`src/verilog/clock_monitor_pkg.sv`:
```
package clock_monitor_pkg;
    // register map, byte addresses on the plain register port
    localparam int ADDR_W = 5;
    localparam logic [4:0] FLAG_OFFSET = 5'h00;
    localparam logic [4:0] MASK_OFFSET = 5'h04;
    localparam logic [4:0] CONTROL_OFFSET = 5'h08;
    localparam logic [4:0] TUNE_OFFSET = 5'h0C;
    localparam logic [4:0] STATUS_OFFSET = 5'h10;
    // field positions
    localparam int FAIL_FLAG_BIT = 7;
    localparam int MONITOR_ENABLE_BIT = 6;
    localparam int FREQ_SEL_LSB = 4;
    localparam int FREQ_SEL_W = 3;
    localparam int CLK_SEL_LSB = 0;
    localparam int CLK_SEL_W = 2;
    localparam int TUNE_W = 6;
    localparam int STAT_FAILSAFE_BIT = 0;
    localparam int STAT_LATCH_BIT = 1;
    localparam int STAT_RUNNING_BIT = 2;
    // clock select codes; only external sources are watched
    localparam logic [1:0] CLK_SEL_PRIMARY = 2'h0;
    localparam logic [1:0] CLK_SEL_SECONDARY = 2'h1;
    localparam logic [1:0] CLK_SEL_INTERNAL = 2'h2;
    // reset values
    localparam logic [7:0] FLAG_RESET = 8'h00;
    localparam logic [7:0] MASK_RESET = 8'h00;
    localparam logic [7:0] CONTROL_RESET = 8'h00;
    localparam logic [5:0] TUNE_RESET = 6'h00;
    // sample clock is the rc oscillator divided by this
    localparam int SAMPLE_DIVIDE = 64;

    typedef enum logic [1:0] {
        ST_STARTUP = 2'b00,
        ST_MONITOR = 2'b01,
        ST_FAILSAFE = 2'b10
    } mode_e;
endpackage : clock_monitor_pkg

```
`src/verilog/monitor_link_if.sv`:
```
`timescale 1ns/1ps
`default_nettype none
interface monitor_link_if;
    logic sample_rise;
    logic sample_fall;
    logic watch_en;
    logic fail;
    logic latch_state;

    modport divider (output sample_rise, output sample_fall);
    modport monitor (input sample_rise, input sample_fall, input watch_en,
                     output fail, output latch_state);
    modport top (input sample_rise, input sample_fall, output watch_en,
                 input fail, input latch_state);
endinterface : monitor_link_if
`default_nettype wire

```
`src/verilog/edge_latch_monitor.sv`:
```
`timescale 1ns/1ps
`default_nettype none
module edge_latch_monitor (
    input wire logic clk_sys_in,
    input wire logic reset_in,
    input wire logic clk_en_in,
    input wire logic watched_clk_in,
    monitor_link_if.monitor link
);
    import clock_monitor_pkg::*;

    typedef struct packed {
        logic clk_prev;
        logic latch;
        logic fail;
    } mon_state_s;

    mon_state_s state_q;
    mon_state_s state_d;

    // a falling edge in the same cycle as a sample rise sets: never a false alarm
    always_comb begin
        state_d = state_q;
        state_d.fail = 1'b0;
        state_d.clk_prev = watched_clk_in;
        if (!link.watch_en) begin
            state_d.latch = 1'b0;
        end else begin
            if (link.sample_fall && state_q.latch) begin
                state_d.fail = 1'b1;
            end
            if (link.sample_rise) begin
                state_d.latch = 1'b0;
            end
            if (state_q.clk_prev && !watched_clk_in) begin
                state_d.latch = 1'b1;
            end
        end
    end

    always_ff @(posedge clk_sys_in) begin
        if (reset_in) begin
            state_q <= '0;
        end else if (clk_en_in) begin
            state_q <= state_d;
        end
    end

    assign link.fail = state_q.fail;
    assign link.latch_state = state_q.latch;
endmodule : edge_latch_monitor
`default_nettype wire

```
`src/verilog/fail_safe_clock_monitor.sv`:
```
`timescale 1ns/1ps
`default_nettype none
// What this block does
// - monitoring only when config bit six set
// - rc oscillator kept running while monitoring enabled
// - sample clock is rc divided by 64
// - latch set on clock fall, cleared sample rise
// - latch still set at sample fall means failure
// - failure sets oscillator fail flag bit seven
// - failure switches to internal, control register untouched
// - failure resets watchdog counter and postscaler
// - only primary or secondary sources are watched
// - rc tuning scales sample period equally
// - watchdog disable never stops monitor rc oscillator
// - backup frequency follows three bit select field
// - fail-safe ends on reset or power-managed entry
// - monitoring resumes after fail-safe is cleared
module fail_safe_clock_monitor (
    input wire logic clk_sys_in,
    input wire logic reset_in,
    input wire logic clk_en_in,
    input wire logic [7:0] oscillator_config_byte_in,
    input wire logic watched_clk_in,
    input wire logic rc_osc_in,
    input wire logic primary_ready_in,
    input wire logic power_managed_entry_in,
    input wire logic watchdog_enable_in,
    input wire logic [clock_monitor_pkg::ADDR_W-1:0] addr_in,
    input wire logic [7:0] wr_data_in,
    input wire logic wr_strobe_in,
    input wire logic rd_strobe_in,
    output logic [7:0] rd_data_out,
    output logic irq_out,
    output logic internal_clk_select_out,
    output logic [clock_monitor_pkg::FREQ_SEL_W-1:0] backup_freq_out,
    output logic [clock_monitor_pkg::TUNE_W-1:0] rc_tune_out,
    output logic rc_run_out,
    output logic watchdog_reset_out
);
    import clock_monitor_pkg::*;

    typedef struct packed {
        mode_e mode;
        logic fail_flag;
        logic fail_mask;
        logic [7:0] control;
        logic [TUNE_W-1:0] tune;
        logic [7:0] rd_data;
        logic irq;
        logic internal_sel;
        logic rc_run;
        logic wd_reset;
    } top_state_s;

    top_state_s state_q;
    top_state_s state_d;

    monitor_link_if link ();

    logic monitor_enabled;
    logic external_selected;

    // the non-volatile enable bit gates watching and the sample divider
    assign monitor_enabled = oscillator_config_byte_in[MONITOR_ENABLE_BIT];

    // an internally clocked system has nothing to watch
    assign external_selected =
        (state_q.control[CLK_SEL_LSB +: CLK_SEL_W] == CLK_SEL_PRIMARY) ||
        (state_q.control[CLK_SEL_LSB +: CLK_SEL_W] == CLK_SEL_SECONDARY);

    // watching only in normal run, so fail-safe is not re-entered repeatedly
    assign link.watch_en = monitor_enabled && external_selected &&
                           (state_q.mode == ST_MONITOR);

    // divider is its own, separate from any watchdog divider
    sample_clock_divider #(
        .DIVIDE(SAMPLE_DIVIDE)
    ) u_divider (
        .clk_sys_in(clk_sys_in),
        .reset_in(reset_in),
        .clk_en_in(clk_en_in),
        .run_in(monitor_enabled),
        .rc_osc_in(rc_osc_in),
        .link(link.divider)
    );

    edge_latch_monitor u_monitor (
        .clk_sys_in(clk_sys_in),
        .reset_in(reset_in),
        .clk_en_in(clk_en_in),
        .watched_clk_in(watched_clk_in),
        .link(link.monitor)
    );

    function automatic logic [7:0] read_mux(input logic [ADDR_W-1:0] a, input top_state_s s,
                                            input logic latch);
        logic [7:0] r;
        r = 8'h00;
        unique case (a)
            FLAG_OFFSET: r[FAIL_FLAG_BIT] = s.fail_flag;
            MASK_OFFSET: r[FAIL_FLAG_BIT] = s.fail_mask;
            CONTROL_OFFSET: r = s.control;
            TUNE_OFFSET: r[TUNE_W-1:0] = s.tune;
            STATUS_OFFSET: begin
                r[STAT_FAILSAFE_BIT] = (s.mode == ST_FAILSAFE);
                r[STAT_LATCH_BIT] = latch;
                r[STAT_RUNNING_BIT] = (s.mode == ST_MONITOR);
            end
            default: r = 8'h00;
        endcase
        return r;
    endfunction : read_mux

    // mode sequence, register writes, flag and outputs
    always_comb begin
        state_d = state_q;
        state_d.wd_reset = 1'b0;
        state_d.rd_data = 8'h00;

        // register writes
        if (wr_strobe_in) begin
            unique case (addr_in)
                FLAG_OFFSET: begin
                    if (!wr_data_in[FAIL_FLAG_BIT]) begin
                        state_d.fail_flag = 1'b0;
                    end
                end
                MASK_OFFSET: state_d.fail_mask = wr_data_in[FAIL_FLAG_BIT];
                CONTROL_OFFSET: state_d.control = wr_data_in;
                TUNE_OFFSET: state_d.tune = wr_data_in[TUNE_W-1:0];
                default: state_d.control = state_q.control;
            endcase
        end

        // read data stands only in the cycle after the strobe
        if (rd_strobe_in) begin
            state_d.rd_data = read_mux(addr_in, state_q, link.latch_state);
        end

        unique case (state_q.mode)
            ST_STARTUP: begin
                // internal block clocks the part until the primary is ready
                state_d.internal_sel = 1'b1;
                if (primary_ready_in || !external_selected) begin
                    state_d.mode = ST_MONITOR;
                    state_d.internal_sel = !external_selected;
                end
            end
            ST_MONITOR: begin
                state_d.internal_sel = !external_selected;
                if (link.fail) begin
                    state_d.mode = ST_FAILSAFE;
                    state_d.internal_sel = 1'b1;
                    state_d.wd_reset = 1'b1;
                end
            end
            ST_FAILSAFE: begin
                // control register is not rewritten: it keeps showing the old source
                state_d.internal_sel = 1'b1;
                if (power_managed_entry_in) begin
                    state_d.mode = ST_STARTUP;
                end
            end
            default: state_d.mode = ST_STARTUP;
        endcase

        // set wins over a same-cycle software clear
        if (link.fail) begin
            state_d.fail_flag = 1'b1;
        end

        // rc stays on for the monitor whatever the watchdog does
        state_d.rc_run = monitor_enabled || watchdog_enable_in;
        state_d.irq = state_d.fail_flag && state_d.fail_mask;
    end

    always_ff @(posedge clk_sys_in) begin
        if (reset_in) begin
            state_q.mode <= ST_STARTUP;
            state_q.fail_flag <= FLAG_RESET[FAIL_FLAG_BIT];
            state_q.fail_mask <= MASK_RESET[FAIL_FLAG_BIT];
            state_q.control <= CONTROL_RESET;
            state_q.tune <= TUNE_RESET;
            state_q.rd_data <= 8'h00;
            state_q.irq <= 1'b0;
            state_q.internal_sel <= 1'b1;
            state_q.rc_run <= 1'b1;
            state_q.wd_reset <= 1'b0;
        end else if (clk_en_in) begin
            state_q <= state_d;
        end
    end

    // all outputs straight from flops
    assign rd_data_out = state_q.rd_data;
    assign irq_out = state_q.irq;
    assign internal_clk_select_out = state_q.internal_sel;
    assign backup_freq_out = state_q.control[FREQ_SEL_LSB +: FREQ_SEL_W];
    assign rc_tune_out = state_q.tune;
    assign rc_run_out = state_q.rc_run;
    assign watchdog_reset_out = state_q.wd_reset;
endmodule : fail_safe_clock_monitor
`default_nettype wire

```
`src/verilog/sample_clock_divider.sv`:
```
`timescale 1ns/1ps
`default_nettype none
module sample_clock_divider #(
    parameter int DIVIDE = clock_monitor_pkg::SAMPLE_DIVIDE
) (
    input wire logic clk_sys_in,
    input wire logic reset_in,
    input wire logic clk_en_in,
    input wire logic run_in,
    input wire logic rc_osc_in,
    monitor_link_if.divider link
);
    import clock_monitor_pkg::*;

    localparam int CW = $clog2(DIVIDE);

    typedef struct packed {
        logic rc_prev;
        logic [CW-1:0] count;
        logic rise;
        logic fall;
    } div_state_s;

    div_state_s state_q;
    div_state_s state_d;

    // counts real rc edges, so any tuning of the rc scales the sample period too
    always_comb begin
        state_d = state_q;
        state_d.rise = 1'b0;
        state_d.fall = 1'b0;
        state_d.rc_prev = rc_osc_in;
        if (!run_in) begin
            state_d.count = '0;
        end else if (rc_osc_in && !state_q.rc_prev) begin
            state_d.count = state_q.count + 1'b1;
            if (state_q.count == CW'(DIVIDE / 2 - 1)) begin
                state_d.rise = 1'b1;
            end
            if (state_q.count == CW'(DIVIDE - 1)) begin
                state_d.fall = 1'b1;
            end
        end
    end

    always_ff @(posedge clk_sys_in) begin
        if (reset_in) begin
            state_q <= '0;
        end else if (clk_en_in) begin
            state_q <= state_d;
        end
    end

    assign link.sample_rise = state_q.rise;
    assign link.sample_fall = state_q.fall;
endmodule : sample_clock_divider
`default_nettype wire
```
`config.mk`:
```
export PLATFORM = sky130hd
export DESIGN_NAME = fail_safe_clock_monitor
export DESIGN_NICKNAME = d
export VERILOG_FILES = /design/src/verilog/clock_monitor_pkg.sv /design/src/verilog/monitor_link_if.sv /design/src/verilog/edge_latch_monitor.sv /design/src/verilog/fail_safe_clock_monitor.sv /design/src/verilog/sample_clock_divider.sv
export SDC_FILE = /design/constraint.sdc
export NUM_CORES = 1
export LEC_CHECK = 0
export ABC_AREA = 1
export BUFFER_PORTS_ARGS = -buffer_cell sky130_fd_sc_hd__buf_2
export CAP_MARGIN = 20
export CORE_ASPECT_RATIO = 1.1
export CORE_MARGIN = 1
export CORE_UTILIZATION = 53
export DETAILED_ROUTE_END_ITERATION = 10
export GPL_ROUTABILITY_DRIVEN = 0
export PLACE_DENSITY = 0.9
export SLEW_MARGIN = 20
export SYNTH_ARGS = -nofsm -noshare
export SYNTH_HDL_FRONTEND = slang
export SYNTH_HIERARCHICAL = 1
export SYNTH_SLANG_ARGS = --single-unit
```
`constraint.sdc`:
```
create_clock -name clk_sys_in -period 1.4 [get_ports clk_sys_in]
set_clock_uncertainty 0.05 [all_clocks]
set_input_delay 0.28 -clock clk_sys_in [delete_from_list [all_inputs] [get_ports clk_sys_in]]
set_output_delay 0.28 -clock clk_sys_in [all_outputs]
set_load 0.03 [all_outputs]
```
==> impl_metrics.tcl <==
set metrics [dict create \
    status "completed" \
    start_kind "register" \
    crit_chain "inv_4 -> ha_1 -> inv_1 -> nor2_1 -> nor2_1 -> o211ai_1 -> o21ai_1 -> a21oi_1" \
    synthXorXnorAreaFrac 0 \
    cp-startpoint "state_q[28]" \
    synth_area_leaders "dfxtp_1, nand2_1, nor2_1" \
    drv_slew 0 \
    fp.coreArea_mm2 0.00377 \
    grt_pass1_vias 1806 \
    crit_cells 8 \
    syn_nets 332 \
    period_share 0.983 \
    cts_tree "done" \
    routed_wl_um 4850 \
    ir_worst_vdd_uv 824 \
    portBuffers 44 \
    fin_cells 388 \
    synth_top_cell_by_area "dfxtp_1" \
    worst_slew_pin_slew_ns 0.279 \
    die_area_mm2 0.00432 \
    synth_cells 295 \
    overflow 0 \
    boundaryPins 52 \
    rows 23 \
    hold_path.class "input port to register" \
    arrival_ns 1.50 \
    critPathRequiredTime_ns 1.53 \
    finalHoldViolCount 0 \
    fin_nets 374 \
    synth_simple_gate_area_share 0.308 \
    drtAntennaViolNets 0 \
    first_pass_iters 4 \
    syn2layout_area_growth_pct 16.6 \
    synth-adder-area-share 0.0349 \
    power_density_mw_per_mm2 957 \
    async_flop_share 0 \
    antennaDiodeCount 0 \
    initial_core_util 0.571 \
    maxCapViolCount 0 \
    stdcell_area_mm2 0.00251 \
    critPathSlowestCell "dfxtp_4" \
    critPathCaptureType "register" \
    grt_pass1_wl_um 7980 \
    setup_viol 0 \
    fin_crit_ns 1.38 \
    max-slew-margin-rel 0.813 \
    p_leak_nw 1.16 \
    crit_fanout 4 \
    crit_type "register to register" \
    hold_buffers 0 \
    dpl_cell_area_mm2 0.00236 \
    ff2ff_setup_slack_ns 0.02 \
    dp_hpwl_um 3580 \
    syn-cell-area_mm2 0.00215 \
    drc_errors 0 \
    rsz0062_at_grt "true" \
    cts_sinks 42 \
    r2r-end "state_q[28]" \
    cp-endpoint "state_q[28]" \
    die_height_um 68.8 \
    ys_warn_count 6 \
    crit-reg2reg-launch "state_q[28]" \
    max_freq_mhz 727 \
    num_vias 2047 \
    synth_ff_type "dfxtp_1" \
    utilization 0.665 \
    fillers 320 \
    synthTopCellsByCount "nand2_1, nor2_1, dfxtp_1, inv_1, o21ai_0" \
    h-tree-depth 2 \
    synth_top_family_by_area "simple AND/OR/NAND/NOR gates" \
    p_total_w 0.00240 \
    fin_hold_ws_ns 0.155 \
    clk_latency_ns 0.30 \
    ys_seq_area_frac 0.391 \
    wl_per_cell_um 12.5 \
    ys_types 30 \
    cts_root_buf "clkbuf_8" \
    clock_path_buffers 2 \
    dp.cells 377 \
    synth-compound-area-share 0.141 \
    drive_above_1_share 0.266 \
    vias_per_cell 5.28 \
    critPathMaxStageDelay_ns 0.36 \
    tritoncts.num_buffers 5 \
    cpLargestDelayFamily "compound AO/OA/AOI/OAI gates" \
    reg2regPathDepth 8 \
    synth_edf_count 0 \
    antenna_found_initial 0 \
    grt_use_total 0.242 \
    timing.critical_path.buf_inv 2 \
    synthMuxAreaShare 0 \
    cpMostUsedCell "nor2_1" \
    multi_input_comb_area_mm2 0.00107 \
    grt_max_degree 20 \
    clkTransAtPathRegs_ns 0.07 \
    avgSynthCellArea_um2 7.29 \
    yosys_register_bits 42 \
    dieWidth_um 62.7 \
    regArea_um2 845 \
    drt-initial-drc-count 139 \
    netlist.area_leader.share 0.391 \
]
[logic make-up (layout without fill, tap and decap cells)]
family | after synthesis | count (layout)
flops | 42 | 42
fa+ha+maj | 6 | 6
buf+inv | 52 | 95
compound gates | 56 | 56
simple gates | 139 | 139
[cells in the final DEF (no fill, tap or decap)]
cell type,count
nand2_4,2
nand2_2,3
nor2_2,4
a21oi_2,3
nor2_4,3
ha_1,5
inv_4,1
o211ai_1,1
a21oi_1,21
o21ai_2,1
buf_2,44
nand4_1,8
buf_12,1
inv_1,26
ha_4,1
nand3_4,1
a211oi_1,1
a31oi_1,3
clkbuf_1,1
buf_4,11
dfxtp_4,1
dfxtp_1,41
o21ai_1,3
nand3_2,2
inv_2,2
nand3_1,20
o311ai_2,1
clkinv_1,1
nor2_8,1
clkinv_2,2
nand2_1,48
o21ai_0,22
clkbuf_8,6
nor2_1,47
[sequential cells by signal, summed over array words and instances (netlist names)]
signal                      flops
irq_out                         1
u_monitor/link.latch_state      1
rc_tune_out                     6
rc_run_out                      1
state_q                         9
backup_freq_out                 3
u_monitor/link.fail             1
u_divider/state_q               7
rd_data_out                     8
watchdog_reset_out              1
u_divider/link.sample_fall      1
internal_clk_select_out         1
u_monitor/state_q               1
u_divider/link.sample_rise      1
[report_power, final]
| group | total (W) | internal [W] | switching (W) |
|---|---|---|---|
| combinational | 0.000350 | 0.000135 | 0.000215 |
| sequential | 0.00124 | 0.00122 | 0.0000188 |
| clock | 0.000810 | 0.000398 | 0.000412 |
| total | 0.00240 | 0.00175 | 0.000646 |
[worst min-delay path, cell delays in order]
cell	delay, ns
buf_2	0.07
nor2_1	0.03
nor2_1	0.08
[metal layers]
metal  routed length, um  track usage  up-vias
met1                2060        0.291      922
met2                2380        0.401       77
met4                 133        0.151        0
met3                 269       0.0510       14
met5                   0            0        -
li1                    -            -     1034
[final cells by class]
class                   instances  area share
well taps                      50      0.0249
repair buffers                 56       0.129
inverters                      31      0.0479
clock inverters                 1     0.00200
multi-input cells             201       0.425
clock buffers                   7      0.0344
flip-flops and latches         42       0.337
[timing repair]
item / in CTS / in global routing
gates resized for setup: 3 / 9
pin swaps: 1 / 3
buffers inserted: 0 / 3
setup endpoints to repair: 3 / 5
endpoints found under the hold margin: 0 / 0
[stage by stage]
step / setup slack [ns] / TNS [ns]
6_report: 0.0245 / 0
2_1_floorplan: 0.0969 / 0
3_5_place_dp: -0.0513 / -0.0884
3_3_place_gp: 0.0375 / 0
4_1_cts: 0.00381 / 0
5_1_grt: -0.0973 / -0.175
[worst min-delay path by stage]
stage | start | to | slack, ns | cells past startpoint
global route | wr_data_in[6] | backup_freq_out[2] | 0.17 | 3
detailed placement | rd_data_out[0] | rd_data_out[0] | 0.40 | 2
floorplan | reset_in | u_divider/link.sample_fall | 0.30 | 1
finish | wr_data_in[6] | backup_freq_out[2] | 0.15 | 3
CTS | wr_data_in[6] | backup_freq_out[2] | 0.15 | 3
global placement | irq_out | irq_out | 0.40 | 2
No activity file was read; power rests on OpenSTA's default activity.
